### src/eecfg_pkg.sv
// eecfg_pkg: constants and types for the edge event source configuration block
// assumes a single core clock and synchronous active-low reset
`default_nettype none
package eecfg_pkg;
	localparam int unsigned ADDR_W = 8;
	localparam int unsigned DATA_W = 16;
	typedef logic [ADDR_W-1:0] eecfg_addr_t;
	typedef logic [DATA_W-1:0] eecfg_data_t;
	typedef logic [3:0] eecfg_sel_t;
	typedef logic [1:0] eecfg_irq_t;

	// register offsets
	localparam eecfg_addr_t OFF_CONTROL = 8'h00;
	localparam eecfg_addr_t OFF_IRQ_STATUS = 8'h04;
	localparam eecfg_addr_t OFF_IRQ_CLEAR = 8'h08;
	localparam eecfg_addr_t OFF_IRQ_ENABLE = 8'h0C;

	// control field positions
	localparam int unsigned POS_ONE_MODE = 15;
	localparam int unsigned POS_ONE_POL = 14;
	localparam int unsigned POS_ONE_SEL = 10;
	localparam int unsigned POS_TWO_STAT = 9;
	localparam int unsigned POS_ONE_STAT = 8;
	localparam int unsigned POS_TWO_MODE = 7;
	localparam int unsigned POS_TWO_POL = 6;
	localparam int unsigned POS_TWO_SEL = 2;

	// interrupt status bit positions
	localparam int unsigned POS_IRQ_ONE = 0;
	localparam int unsigned POS_IRQ_TWO = 1;

	// reset values
	localparam eecfg_sel_t RST_SEL = 4'h0;
	localparam logic RST_BIT = 1'b0;
	localparam eecfg_irq_t RST_IRQ = 2'h0;
	localparam eecfg_data_t RST_DATA = 16'h0000;
	localparam logic [2:0] RST_SYNC = 3'h0;

	// source select codes
	typedef enum logic [3:0] {
		SRC_TIMER_ONE = 4'b0000,
		SRC_COMPARE = 4'b0001,
		SRC_PIN_TWO = 4'b0010,
		SRC_PIN_ONE = 4'b0011,
		SRC_PIN_THREE = 4'b0100,
		SRC_PIN_FOUR = 4'b0101,
		SRC_PIN_FIVE = 4'b0110,
		SRC_PIN_SIX = 4'b0111,
		SRC_CAPTURE_ONE = 4'b1010,
		SRC_CAPTURE_TWO = 4'b1011,
		SRC_CAPTURE_THREE = 4'b1100,
		SRC_COMP_ONE = 4'b1101,
		SRC_COMP_TWO = 4'b1110,
		SRC_COMP_THREE = 4'b1111
	} eecfg_src_t;
endpackage : eecfg_pkg
`default_nettype wire

### src/eecfg_edge_if.sv
// eecfg_edge_if: settings of one edge input and its detected event
// assumes the main module drives settings and a detector answers with hit
`default_nettype none
interface eecfg_edge_if;
	logic mode;
	logic pol;
	logic [3:0] sel;
	logic hit;
	modport cfg (output mode, output pol, output sel, input hit);
	modport det (input mode, input pol, input sel, output hit);
endinterface : eecfg_edge_if
`default_nettype wire

### src/eecfg_sync.sv
// eecfg_sync: three-flop synchroniser for external edge pins
// assumes pins are asynchronous to the core clock
`default_nettype none
module eecfg_sync (
	input wire logic clk_i,
	input wire logic rst_n_i,
	input wire logic [5:0] pin_i,
	output logic [5:0] pin_o
);
	import eecfg_pkg::*;
	logic [5:0] s1_q, s2_q, s3_q, out_q;
	logic [5:0] out_d;

	// a change counts once the second and third flops agree
	always_comb begin
		for (int i = 0; i < 6; i++) begin
			out_d[i] = (s2_q[i] == s3_q[i]) ? s3_q[i] : out_q[i];
		end
	end

	always_ff @(posedge clk_i) begin
		if (!rst_n_i) begin
			s1_q <= 6'h00;
			s2_q <= 6'h00;
			s3_q <= 6'h00;
			out_q <= 6'h00;
		end else begin
			s1_q <= pin_i;
			s2_q <= s1_q;
			s3_q <= s2_q;
			out_q <= out_d;
		end
	end

	assign pin_o = out_q;
endmodule : eecfg_sync
`default_nettype wire

### src/eecfg_edge.sv
// eecfg_edge: picks one source by code and detects its edge or level
// assumes the source vector is on the core clock, indexed by select code
`default_nettype none
module eecfg_edge (
	input wire logic clk_i,
	input wire logic rst_n_i,
	input wire logic [15:0] src_i,
	eecfg_edge_if.det edge_if
);
	import eecfg_pkg::*;
	logic picked;
	logic prev_q, prev_d;

	always_comb begin
		picked = src_i[edge_if.sel];
		prev_d = picked;
		if (edge_if.mode) begin
			// edge sensitive: rising when pol set, falling otherwise
			edge_if.hit = edge_if.pol ? (picked & ~prev_q) : (~picked & prev_q);
		end else begin
			// level sensitive: active level follows pol
			edge_if.hit = (picked == edge_if.pol);
		end
	end

	always_ff @(posedge clk_i) begin
		if (!rst_n_i) begin
			prev_q <= RST_BIT;
		end else begin
			prev_q <= prev_d;
		end
	end
endmodule : eecfg_edge
`default_nettype wire

### src/eecfg_top.sv
// eecfg_top: edge event source configuration with control register and interrupt
// assumes a plain register port, on-chip sources on the core clock, pins asynchronous
// Overview of operation
// - edge one mode bit 15: one means transitions, zero means level
// - edge one polarity bit 14: one rising or high level, zero falling or low level response
// - bits 13..10 select the source for edge one
// - codes 1111, 1110, 1101 pick comparator three, two, one outputs
// - codes 1100, 1011, 1010 pick capture channel three, two, one
// - code 0000 timer one, 0010 pin two, 0111 pin six
// - status bits read one after their edge; writes steer current source
//
// Added by the designer: strobed register access and the register addresses.
`default_nettype none
module eecfg_top (
	input wire logic CORE_CLK_I,
	input wire logic RST_N_I,
	input wire eecfg_pkg::eecfg_addr_t REG_ADDR_I,
	input wire eecfg_pkg::eecfg_data_t REG_WDATA_I,
	input wire logic REG_WR_I,
	input wire logic REG_RD_I,
	output eecfg_pkg::eecfg_data_t REG_RDATA_O,
	input wire logic TIMER_ONE_EVENT_I,
	input wire logic COMPARE_OUT_I,
	input wire logic [2:0] COMP_OUT_I,
	input wire logic [2:0] CAPTURE_I,
	input wire logic [5:0] EXT_EDGE_PIN_I,
	output logic EDGE_ONE_STATUS_O,
	output logic EDGE_TWO_STATUS_O,
	output logic CURRENT_SOURCE_ON_O,
	output logic IRQ_O
);
	import eecfg_pkg::*;

	logic one_mode_q, one_mode_d;
	logic one_pol_q, one_pol_d;
	eecfg_sel_t one_sel_q, one_sel_d;
	logic two_mode_q, two_mode_d;
	logic two_pol_q, two_pol_d;
	eecfg_sel_t two_sel_q, two_sel_d;
	logic one_stat_q, one_stat_d;
	logic two_stat_q, two_stat_d;
	eecfg_irq_t irq_stat_q, irq_stat_d;
	eecfg_irq_t irq_en_q, irq_en_d;
	eecfg_data_t rdata_q, rdata_d;
	logic [5:0] pin_sync;
	logic [15:0] src_vec;
	logic ctrl_wr;
	eecfg_irq_t events;

	eecfg_edge_if one_if ();
	eecfg_edge_if two_if ();

	eecfg_sync u_sync (
		.clk_i(CORE_CLK_I),
		.rst_n_i(RST_N_I),
		.pin_i(EXT_EDGE_PIN_I),
		.pin_o(pin_sync)
	);

	// source vector indexed by select code
	always_comb begin
		src_vec = 16'h0000;
		src_vec[SRC_TIMER_ONE] = TIMER_ONE_EVENT_I;
		src_vec[SRC_COMPARE] = COMPARE_OUT_I;
		src_vec[SRC_PIN_TWO] = pin_sync[1];
		src_vec[SRC_PIN_ONE] = pin_sync[0];
		src_vec[SRC_PIN_THREE] = pin_sync[2];
		src_vec[SRC_PIN_FOUR] = pin_sync[3];
		src_vec[SRC_PIN_FIVE] = pin_sync[4];
		src_vec[SRC_PIN_SIX] = pin_sync[5];
		src_vec[SRC_CAPTURE_ONE] = CAPTURE_I[0];
		src_vec[SRC_CAPTURE_TWO] = CAPTURE_I[1];
		src_vec[SRC_CAPTURE_THREE] = CAPTURE_I[2];
		src_vec[SRC_COMP_ONE] = COMP_OUT_I[0];
		src_vec[SRC_COMP_TWO] = COMP_OUT_I[1];
		src_vec[SRC_COMP_THREE] = COMP_OUT_I[2];
	end

	assign one_if.mode = one_mode_q;
	assign one_if.pol = one_pol_q;
	assign one_if.sel = one_sel_q;
	assign two_if.mode = two_mode_q;
	assign two_if.pol = two_pol_q;
	assign two_if.sel = two_sel_q;

	eecfg_edge u_edge_one (
		.clk_i(CORE_CLK_I),
		.rst_n_i(RST_N_I),
		.src_i(src_vec),
		.edge_if(one_if)
	);

	eecfg_edge u_edge_two (
		.clk_i(CORE_CLK_I),
		.rst_n_i(RST_N_I),
		.src_i(src_vec),
		.edge_if(two_if)
	);

	assign ctrl_wr = REG_WR_I && (REG_ADDR_I == OFF_CONTROL);
	assign events = {two_if.hit, one_if.hit};

	// control fields
	always_comb begin
		one_mode_d = one_mode_q;
		one_pol_d = one_pol_q;
		one_sel_d = one_sel_q;
		two_mode_d = two_mode_q;
		two_pol_d = two_pol_q;
		two_sel_d = two_sel_q;
		if (ctrl_wr) begin
			one_mode_d = REG_WDATA_I[POS_ONE_MODE];
			one_pol_d = REG_WDATA_I[POS_ONE_POL];
			one_sel_d = REG_WDATA_I[POS_ONE_SEL +: 4];
			two_mode_d = REG_WDATA_I[POS_TWO_MODE];
			two_pol_d = REG_WDATA_I[POS_TWO_POL];
			two_sel_d = REG_WDATA_I[POS_TWO_SEL +: 4];
		end
	end

	// edge status: software write, then detected edge wins
	always_comb begin
		one_stat_d = one_stat_q;
		two_stat_d = two_stat_q;
		if (ctrl_wr) begin
			one_stat_d = REG_WDATA_I[POS_ONE_STAT];
			two_stat_d = REG_WDATA_I[POS_TWO_STAT];
		end
		if (one_if.hit) begin
			one_stat_d = 1'b1;
		end
		if (two_if.hit) begin
			two_stat_d = 1'b1;
		end
	end

	// interrupt status, clear and enable
	always_comb begin
		irq_stat_d = irq_stat_q;
		irq_en_d = irq_en_q;
		if (REG_WR_I && (REG_ADDR_I == OFF_IRQ_CLEAR)) begin
			irq_stat_d = irq_stat_q & ~REG_WDATA_I[1:0];
		end
		if (REG_WR_I && (REG_ADDR_I == OFF_IRQ_ENABLE)) begin
			irq_en_d = REG_WDATA_I[1:0];
		end
		irq_stat_d = irq_stat_d | events;
	end

	// read data, valid only in the cycle after the strobe
	always_comb begin
		rdata_d = RST_DATA;
		if (REG_RD_I) begin
			case (REG_ADDR_I)
				OFF_CONTROL: begin
					rdata_d[POS_ONE_MODE] = one_mode_q;
					rdata_d[POS_ONE_POL] = one_pol_q;
					rdata_d[POS_ONE_SEL +: 4] = one_sel_q;
					rdata_d[POS_TWO_STAT] = two_stat_q;
					rdata_d[POS_ONE_STAT] = one_stat_q;
					rdata_d[POS_TWO_MODE] = two_mode_q;
					rdata_d[POS_TWO_POL] = two_pol_q;
					rdata_d[POS_TWO_SEL +: 4] = two_sel_q;
				end
				OFF_IRQ_STATUS: begin
					rdata_d[1:0] = irq_stat_q;
				end
				OFF_IRQ_ENABLE: begin
					rdata_d[1:0] = irq_en_q;
				end
				default: begin
					rdata_d = RST_DATA;
				end
			endcase
		end
	end

	always_ff @(posedge CORE_CLK_I) begin
		if (!RST_N_I) begin
			one_mode_q <= RST_BIT;
			one_pol_q <= RST_BIT;
			one_sel_q <= RST_SEL;
			two_mode_q <= RST_BIT;
			two_pol_q <= RST_BIT;
			two_sel_q <= RST_SEL;
			one_stat_q <= RST_BIT;
			two_stat_q <= RST_BIT;
			irq_stat_q <= RST_IRQ;
			irq_en_q <= RST_IRQ;
			rdata_q <= RST_DATA;
		end else begin
			one_mode_q <= one_mode_d;
			one_pol_q <= one_pol_d;
			one_sel_q <= one_sel_d;
			two_mode_q <= two_mode_d;
			two_pol_q <= two_pol_d;
			two_sel_q <= two_sel_d;
			one_stat_q <= one_stat_d;
			two_stat_q <= two_stat_d;
			irq_stat_q <= irq_stat_d;
			irq_en_q <= irq_en_d;
			rdata_q <= rdata_d;
		end
	end

	assign REG_RDATA_O = rdata_q;
	assign EDGE_ONE_STATUS_O = one_stat_q;
	assign EDGE_TWO_STATUS_O = two_stat_q;
	// source charges between edge one and edge two
	assign CURRENT_SOURCE_ON_O = one_stat_q ^ two_stat_q;
	assign IRQ_O = |(irq_stat_q & irq_en_q);
endmodule : eecfg_top
`default_nettype wire

### config.mk
export PLATFORM = sky130hd
export DESIGN_NAME = eecfg_top
export DESIGN_NICKNAME = d
export VERILOG_FILES = /design/src/eecfg_pkg.sv /design/src/eecfg_edge_if.sv /design/src/eecfg_sync.sv /design/src/eecfg_edge.sv /design/src/eecfg_top.sv
export SDC_FILE = /design/constraint.sdc
export NUM_CORES = 1
export LEC_CHECK = 0
export ABC_AREA = 1
export BUFFER_PORTS_ARGS = -buffer_cell sky130_fd_sc_hd__buf_4
export CORE_ASPECT_RATIO = 0.5
export CORE_UTILIZATION = 30
export DETAILED_ROUTE_END_ITERATION = 7
export HOLD_SLACK_MARGIN = 0.03
export PLACE_DENSITY = 0.49
export SYNTH_ARGS = -nofsm -noshare
export SYNTH_HDL_FRONTEND = slang
export SYNTH_SLANG_ARGS = --single-unit
### constraint.sdc
create_clock -name CORE_CLK_I -period 1.3 [get_ports CORE_CLK_I]
set_input_delay 0.26 -clock CORE_CLK_I [delete_from_list [all_inputs] [get_ports CORE_CLK_I]]
set_output_delay 0.26 -clock CORE_CLK_I [all_outputs]
set_load 0.005 [all_outputs]
# ---- Word level (Yosys, flattened, before mapping)
# Index checks and enable logic that the tools add are counted.
dict set report op_classes {
  addsub 0
  multipliers 0
  div_mod_pow 0
  magnitude_cmp 2
  n_eq_ne 11
  shift 0
  muxes 14
  bitwise_logic 13
  reduce_logical 9
}
# op count
set op_table {}
lappend op_table {{$eq 8x4->1 const B} 2}
lappend op_table {{$lt 4x5->1 const B} 2}
lappend op_table {{$mux 1} 10}
lappend op_table {{$bmux 1 s4} 2}
lappend op_table {{$eq 1x1->1} 8}
lappend op_table {{$eq 8x3->1 const B} 1}
lappend op_table {{$logic_not 8->1} 1}
lappend op_table {{$and 1x1->1} 4}
lappend op_table {{$and 2x2->2} 2}
lappend op_table {{$not 1->1} 4}
lappend op_table {{$pmux 2 s2} 1}
lappend op_table {{$reduce_bool 2->1} 2}
lappend op_table {{$logic_and 1x1->1} 3}
lappend op_table {{$reduce_and 3->1} 1}
lappend op_table {{$mux 2} 1}
lappend op_table {{$not 2->2} 1}
lappend op_table {{$or 2x2->2} 1}
lappend op_table {{$reduce_and 2->1} 1}
lappend op_table {{$reduce_or 2->1} 1}
lappend op_table {{$xor 1x1->1} 1}
dict set report word_totals {
  reg_bits 60
  latchBits 0
  ram_bits 0
  romBits 0
  out_inout_bits 20
  elab_cells 72
  mem_count 0
}

# ---- Depth between registers and ports, before layout
# Gate-level depths: netlist of run 1.
dict set report depth {
  word_depth 7
  ltp_mapped 12
  depth_no_buf 12
}

# ---- Modules after synthesis
# A second synthesis of run 1 with hierarchy kept.
dict set report hier_totals {
  hier_cells 358
  hier_area_um2 2628.8
}
# mod n_inst cells_each area_each_um2 seq_area_each_um2
set by_module_without_submodules {}
lappend by_module_without_submodules {eecfg_top 1 158 1278.7 680.7}
lappend by_module_without_submodules {eecfg_sync 1 80 729.4 480.5}
lappend by_module_without_submodules {eecfg_edge 2 60 310.3 20.0}

# ---- Least setup slack after synthesis of run 1
# OpenSTA, ideal clock, no wires.
dict set report synth_timing {
  path_type {in2reg}
  startpoint {input port REG_ADDR_I[1]}
  endpoint {register one_sel_q[1], in the netlist one_if.sel[1]}
  setup_ps 120
  t_arrival_ps 1048
  required_time_ps 1180
  setup_slack_ps 132
  path_stages 7
  path_buffers 1
  path_cell_list {nor2_4 nand2_2 nor3_4 nand2_4 buf_6 o21ai_1 a21oi_1}
}
dict set report synth_between {
  elab_chain_len 2
}
# element line
set synth_lines {}
lappend synth_lines {{from (decl)} eecfg_top.sv:17} ;# input wire eecfg_pkg::eecfg_addr_t REG_ADDR_I,
lappend synth_lines {{$logic_not 8->1} eecfg_top.sv:100} ;# assign ctrl_wr = REG_WR_I && (REG_ADDR_I == OFF_CONTROL);
lappend synth_lines {{$logic_and 1x1->1} eecfg_top.sv:100}
lappend synth_lines {{to (signal assigned)} eecfg_top.sv:194} ;# one_sel_q <= one_sel_d;
lappend synth_lines {{to (decl)} eecfg_top.sv:36} ;# eecfg_sel_t one_sel_q, one_sel_d;
# No other way between the ends.
# A chain may end at the register's enable or synchronous reset.

# ---- Final worst setup path of run 1
dict set report layout_timing {
  startpoint {register irq_stat_q[0]}
  endpoint {output port IRQ_O}
}
dict set report layout_between {
  elab_chain_len 2
}
# element line
set layout_lines {}
lappend layout_lines {{from (decl)} eecfg_top.sv:42} ;# eecfg_irq_t irq_stat_q, irq_stat_d;
lappend layout_lines {{from (signal assigned)} eecfg_top.sv:200} ;# irq_stat_q <= irq_stat_d;
lappend layout_lines {{$and 2x2->2} eecfg_top.sv:211} ;# assign IRQ_O = |(irq_stat_q & irq_en_q);
lappend layout_lines {{$reduce_or 2->1} eecfg_top.sv:211}
lappend layout_lines {{to (decl)} eecfg_top.sv:30} ;# output logic IRQ_O
# No other way between the ends.

==> impl_metrics.py, run 1 <==
metrics = {
    "setup_path": {
        "cp_slowest_cell": "dfxtp_2",
        "r2r-start": "one_if.sel[0]",
        "critPathLaunchType": "flip-flop",
        "crit_fanout": 3,
        "cp_cell_sequence": "a22o_1 > buf_4",
        "worstPathArrival_ps": 990,
        "critPathMaxStageDelay_ps": 330,
        "ff2ff_setup_slack_ps": 60,
        "endpoint_kind": "primary output",
        "worstPathRequired_ps": 1040,
        "crit_type": "reg2out",
        "startpoint": "irq_stat_q[0]",
    },
    "routing": {
        "drt_pass1_iterations": 4,
        "drt_iter0_drc": 66,
        "wl_per_cell_um": 11.2,
        "viasPerCell": 4.31,
        "drc": 0,
        "vias": 2109,
        "routed_wl_um": 5470,
        "antenna_left": 0,
    },
    "synth": {
        "synth_nets": 351,
        "async_flop_share_pct": 0,
        "synth_edf_count": 0,
        "yosys_warnings": 0,
        "yosys_most_used_dff": "dfxtp_1",
        "synth_area_leaders": "dfxtp_1, nand2_1, inv_1",
        "syn_area_um2": 2310,
        "synth_top_cell_by_area": "dfxtp_1",
        "synth_seq_cells": 60,
        "avgSynthCellArea_um2": 7.49,
        "yosysTopAreaCellShare_pct": 51.9,
        "synth_cells": 309,
        "synth_cell_types": 23,
        "seq_area_frac_synth_pct": 51.9,
    },
    "global_routing": {
        "grt_pass1_vias": 2005,
        "grtUsageTotal_pct": 14.6,
        "grt_max_degree": 29,
        "grt_pass1_wl_um": 9000,
        "gr-total-overflow": 0,
        "antenna_found_initial": 0,
    },
    "die": {
        "die_h_um": 64.1,
        "start_util_pct": 31.3,
        "rows": 22,
        "core_um2": 7400,
        "dieArea_um2": 8090,
        "pin_count": 62,
        "die_w_um": 126,
    },
    "timing": {
        "rsz0062_at_grt": "true",
        "fmax_ghz": 0.798,
        "slew_violations": 0,
        "tightest_slew_ps": 357,
        "fin_crit_sh_pct": 96.4,
        "clock_skew_ps": 4.17,
        "tns_ps": 0,
        "max_slew_margin_pct": 76.0,
        "min_period_ps": 1250,
        "finalHoldViolations": 0,
        "setup_viol": 0,
    },
    "clock_network": {
        "hold_buffers": 0,
        "cts-root-buf": "clkbuf_16",
        "clk-insertion-delay-late_ps": 310,
        "clock_sinks": 60,
        "clkTransAtPathRegs_ps": 50,
        "clk_path_buf_depth": 2,
        "htreeDepth": 3,
        "cts_tree": "done",
        "cts_buffers": 9,
    },
    "pwr": {
        "p_leak_nw": 1.68,
        "max-vdd-ir-drop_mv": 0.696,
        "power-per-cell-area_nw_per_um2": 1310,
    },
    "run_status": {
        "status": "complete, no violations",
    },
    "placed_design": {
        "dpl.hpwl_um": 3970,
        "portBuffers": 61,
        "gp_congestion": 0.850,
    },
    "layout": {
        "drive_above_1_share_pct": 31.6,
        "utilization_pct": 45.9,
        "fin_nets": 431,
        "nFillCells": 759,
        "area_growth_pct": 46.7,
        "diodes": 0,
    },
    "job": {
        "cap_violations": 0,
    },
    "min_path": {
        "min-delay-path-class": "in2reg",
        "min_from": "EXT_EDGE_PIN_I[3]",
    },
}
## report_power, final
group	switching (mW)	total (mW)	internal, mW
Clock	0.762	2.27	1.51
Sequential	0.0207	1.90	1.88
Combinational	0.126	0.276	0.150
Total	0.908	4.44	3.54
## kinds of logic (layout without fill, tap and decap cells)
group	after synthesis	count (layout)	share of synthesized area, %
flip-flops	60	60	51.9
XOR/XNOR	1	1	0.378
AO/OA/AOI/OAI	51	51	11.4
buffers and inverters	63	147	11.3
AND/OR/NAND/NOR	134	134	25.0
## cells in the mapped netlist (2+ instances only)
| cell type | instances |
|---|---|
| nand2_1 | 67 |
| o21ai_1 | 11 |
| o21ai_0 | 12 |
| inv_1 | 52 |
| inv_2 | 2 |
| buf_6 | 2 |
| nand2_2 | 2 |
| nor2_1 | 32 |
| clkbuf_1 | 3 |
| o211ai_1 | 2 |
| buf_4 | 2 |
| nand3_1 | 28 |
| dfxtp_1 | 60 |
| a21oi_1 | 25 |
## path summary, 6_finish.rpt
kind                             to  depth (start not counted)
setup / recovery              IRQ_O                          2
hold / removal       u_sync.s1_q[3]                          3
setup reg to reg  EDGE_ONE_STATUS_O                         12
hold reg to reg      u_sync.s2_q[1]                          2
## critical path: cells and delay by family, from the launching register on
family,cells,cell delay [ps]
DFF,1,330
AOI/OAI and AO/OA,1,230
buffers and inverters,1,130
## cell type report
type | instances | area (um2) | area share [%]
Sequential cell | 60 | 1210 | 35.6
Multi-Input combinational cell | 186 | 936 | 27.6
Timing Repair Buffer | 78 | 631 | 18.6
Clock buffer | 10 | 239 | 7.04
Inverter | 54 | 208 | 6.12
Tap cell | 96 | 120 | 3.54
Clock inverter | 5 | 52.6 | 1.55
## registers in the layout, indices dropped and copies added (netlist names), 2 cells and up
name and cells:
REG_RDATA_O 16, irq_en_q 2, irq_stat_q 2, one_if.sel 4, two_if.sel 4, u_sync.pin_o 6, u_sync.s1_q 6, u_sync.s2_q 6
u_sync.s3_q 6
## stage by stage
stage | instances | total power, mW | setup slack (ps) | hold slack, ps | area (um2)
2_1_floorplan | 309 | 2.04 | 132 | 358 | 2310
3_3_place_gp | 470 | 2.19 | -98.9 | 392 | 2970
3_5_place_dp | 470 | 2.20 | -121 | 404 | 2970
4_1_cts | 485 | 4.50 | 1.85 | 116 | 3260
5_1_grt | 489 | 4.66 | -45.4 | 119 | 3400
6_report | 489 | 4.44 | 46.3 | 128 | 3400
## placed cells by master, fill, tap and decap left out, drive strengths merged
master | netlist | final
xor2 | 1 | 1
nand3 | 29 | 29
clkinv | 0 | 3
clkbuf | 4 | 10
bufinv | 0 | 1
nand2 | 70 | 70
buf | 5 | 78
o21ai | 23 | 23
a22o | 1 | 1
nor3 | 1 | 1
nor2 | 33 | 33
dfxtp | 60 | 60
a21oi | 25 | 25
clkinvlp | 0 | 1
nor4 | 1 | 1
inv | 54 | 54
o211ai | 2 | 2
## timing repair
item                                    in CTS  in global routing
setup buffers                                0                  4
endpoints found under the setup margin       3                  5
cloned                                       0                  0
resized for setup                            2                 31
pin swaps                                    0                 10
## layer usage
layer	share of wire, %	global-route usage [%]
met5	0	0
met2	48	24.8
met1	48	17.4
met3	3.4	4.94
met4	0.66	4.97
No activity file was read; power rests on OpenSTA's default activity.
==> inputs of run 2 (changes only) <==
--- a/config.mk
+++ b/config.mk
@@ -8,10 +8,10 @@
 export ABC_AREA = 1
 export BUFFER_PORTS_ARGS = -buffer_cell sky130_fd_sc_hd__buf_4
 export CORE_ASPECT_RATIO = 0.5
-export CORE_UTILIZATION = 30
+export CORE_UTILIZATION = 51
 export DETAILED_ROUTE_END_ITERATION = 7
 export HOLD_SLACK_MARGIN = 0.03
-export PLACE_DENSITY = 0.49
+export PLACE_DENSITY = 0.77
 export SYNTH_ARGS = -nofsm -noshare
 export SYNTH_HDL_FRONTEND = slang
 export SYNTH_SLANG_ARGS = --single-unit
==> run 2 against run 1 <==
  * Register-to-register slack got worse by 90 ps
  * Via count rose by 4.3%
  * Critical endpoint is now irq_stat_q[0]
  * The run now ends with setup timing left
  * Wire length up 0.48%
  * Combinational power is essentially flat
  * Fmax down 6.0%
  * Clock power down 33%
  * Setup slack worse by 79 ps
  * Non-clock buffer count is 1 higher
  * Largest cell class unchanged
  * Global-route usage up 7.7 points
  * Clock skew increased by 3.9 ps
  * Critical path type is now reg2reg
  * Hold slack got worse by 22 ps
==> impl_metrics.py, run 2 (same netlist as run 1, synthesis figures left out) <==
metrics = {
    "run_status": {
        "status": "finished with violations",
        "violations": "setup timing",
    },
    "routing": {
        "drc": 0,
        "antenna_left": 0,
        "drt_pass1_iterations": 5,
        "routed_wl_um": 5490,
        "wl_per_cell_um": 12.2,
        "viasPerCell": 4.89,
        "vias": 2199,
        "drt_iter0_drc": 102,
    },
    "layout": {
        "area_growth_pct": 40.2,
        "drive_above_1_share_pct": 31.6,
        "final_common_cell": "buf_4",
        "stdcell_count": 450,
        "design_area_um2": 3240,
        "largest_reg_flops": 16,
        "most-common-layout-cells": "buf_4, nand2_1, dfxtp_1",
        "fin_nets": 433,
        "diodes": 0,
    },
    "setup_path": {
        "cp_cell_sequence": "buf_4 > nand2_1 > nand3_1 > nand3_1 > nand3_2 > nand2_1 > nand2_2 > nand3_1 > nand2_1 > inv_1",
        "critPathTopFamily": "simple AND/OR/NAND/NOR gates",
        "crit_type": "reg2reg",
        "endpoint_kind": "flip-flop",
        "worstPathRequired_ps": 1540,
        "crit_fanout": 6,
        "critPathLaunchType": "flip-flop",
        "cp_num_buf_inv": 2,
        "cp_slowest_cell": "dfxtp_4",
        "critPathMaxStageDelay_ps": 410,
        "worstPathArrival_ps": 1570,
    },
    "clock_network": {
        "cts_tree": "done",
        "clock_sinks": 60,
        "htreeDepth": 3,
        "clk_path_buf_depth": 2,
        "cts_buffers": 9,
        "cts_setup_buffers": 0,
        "clk-insertion-delay-late_ps": 330,
        "cts-root-buf": "clkbuf_8",
        "clkTransAtPathRegs_ps": 70,
    },
    "placed_design": {
        "placedCellCount": 433,
        "portBuffers": 61,
        "dp_slack_ps": -109,
        "placed_area_um2": 2950,
        "dpl.hpwl_um": 3760,
        "gp_congestion": 0.946,
    },
    "pwr": {
        "p_leak_nw": 1.61,
        "max-vdd-ir-drop_mv": 0.910,
        "power-per-cell-area_nw_per_um2": 1140,
    },
    "die": {
        "rows": 16,
        "start_util_pct": 56.1,
        "core_um2": 4120,
        "die_h_um": 49.6,
        "die_w_um": 97.3,
        "pin_count": 62,
        "dieArea_um2": 4830,
    },
    "timing": {
        "tns_ps": -43.8,
        "max_slew_margin_pct": 77.2,
        "fin_crit_sh_pct": 103,
        "min_period_ps": 1330,
        "tightest_slew_ps": 339,
        "fmax_ghz": 0.750,
        "clock_skew_ps": 8.04,
        "setup_viol": 2,
        "slew_violations": 0,
        "finalHoldViolations": 0,
        "rsz0062_at_grt": "true",
        "finalWorstSetupSlack_ps": -33.2,
    },
    "global_routing": {
        "grt_max_degree": 36,
        "gr-total-overflow": 0,
        "antenna_found_initial": 0,
        "grt_pass1_vias": 1917,
        "grtUsageTotal_pct": 22.4,
        "grt_pass1_wl_um": 8360,
    },
    "min_path": {
        "min-delay-path-class": "in2reg",
    },
    "job": {
        "cap_violations": 0,
    },
}
-- run 2: final cells by class --
cell class | count | area (um2)
Fill cell | 305 | 880
Timing Repair Buffer | 79 | 638
Tap cell | 54 | 67.6
Sequential cell | 60 | 1210
Timing Repair inverter | 1 | 6.26
Clock inverter | 5 | 36.3
Multi-Input combinational cell | 186 | 927
Clock buffer | 11 | 151
Inverter | 54 | 208
-- run 2: through the flow --
step | power [mW] | hold slack, ps | util (%)
CTS | 3.71 | 95.2 | 76.3
global placement | 2.19 | 392 | 71.6
global route | 3.85 | 95.9 | 78.7
detailed placement | 2.20 | 399 | 71.6
finish | 3.69 | 106 | 78.7
floorplan | 2.04 | 358 | -
-- run 2: final timing paths --
kind,from,end,slack (ps),depth (start not counted)
setup / recovery,one_if.sel[0],irq_stat_q[0],-30,10
hold / removal,EXT_EDGE_PIN_I[3],u_sync.s1_q[3],110,3
setup reg to reg,one_if.sel[0],irq_stat_q[0],-30,10
hold reg to reg,u_sync.s1_q[3],u_sync.s2_q[3],410,2
-- run 2: routing by layer --
metal,global-route usage (%),routed length [um]
met1,29.1,2490
met2,35.4,2620
met3,8.65,363
met4,5.15,30
met5,0,0
-- run 2: worst min-delay path, stage by stage --
cell	delay, ps
buf_4	70
nand2_1	40
inv_1	40
-- run 2: repair_timing --
item | in CTS | in global routing
endpoints found under the setup margin | 4 | 6
pin swaps | 0 | 9
gates cloned | 0 | 1
hold buffers | 0 | 0
resized for setup | 3 | 25
-- run 2: where the power goes --
group	total [mW]	internal [mW]	switching (mW)
Combinational	0.275	0.149	0.126
Clock	1.52	0.793	0.726
Sequential	1.89	1.87	0.0208
Total	3.69	2.81	0.873
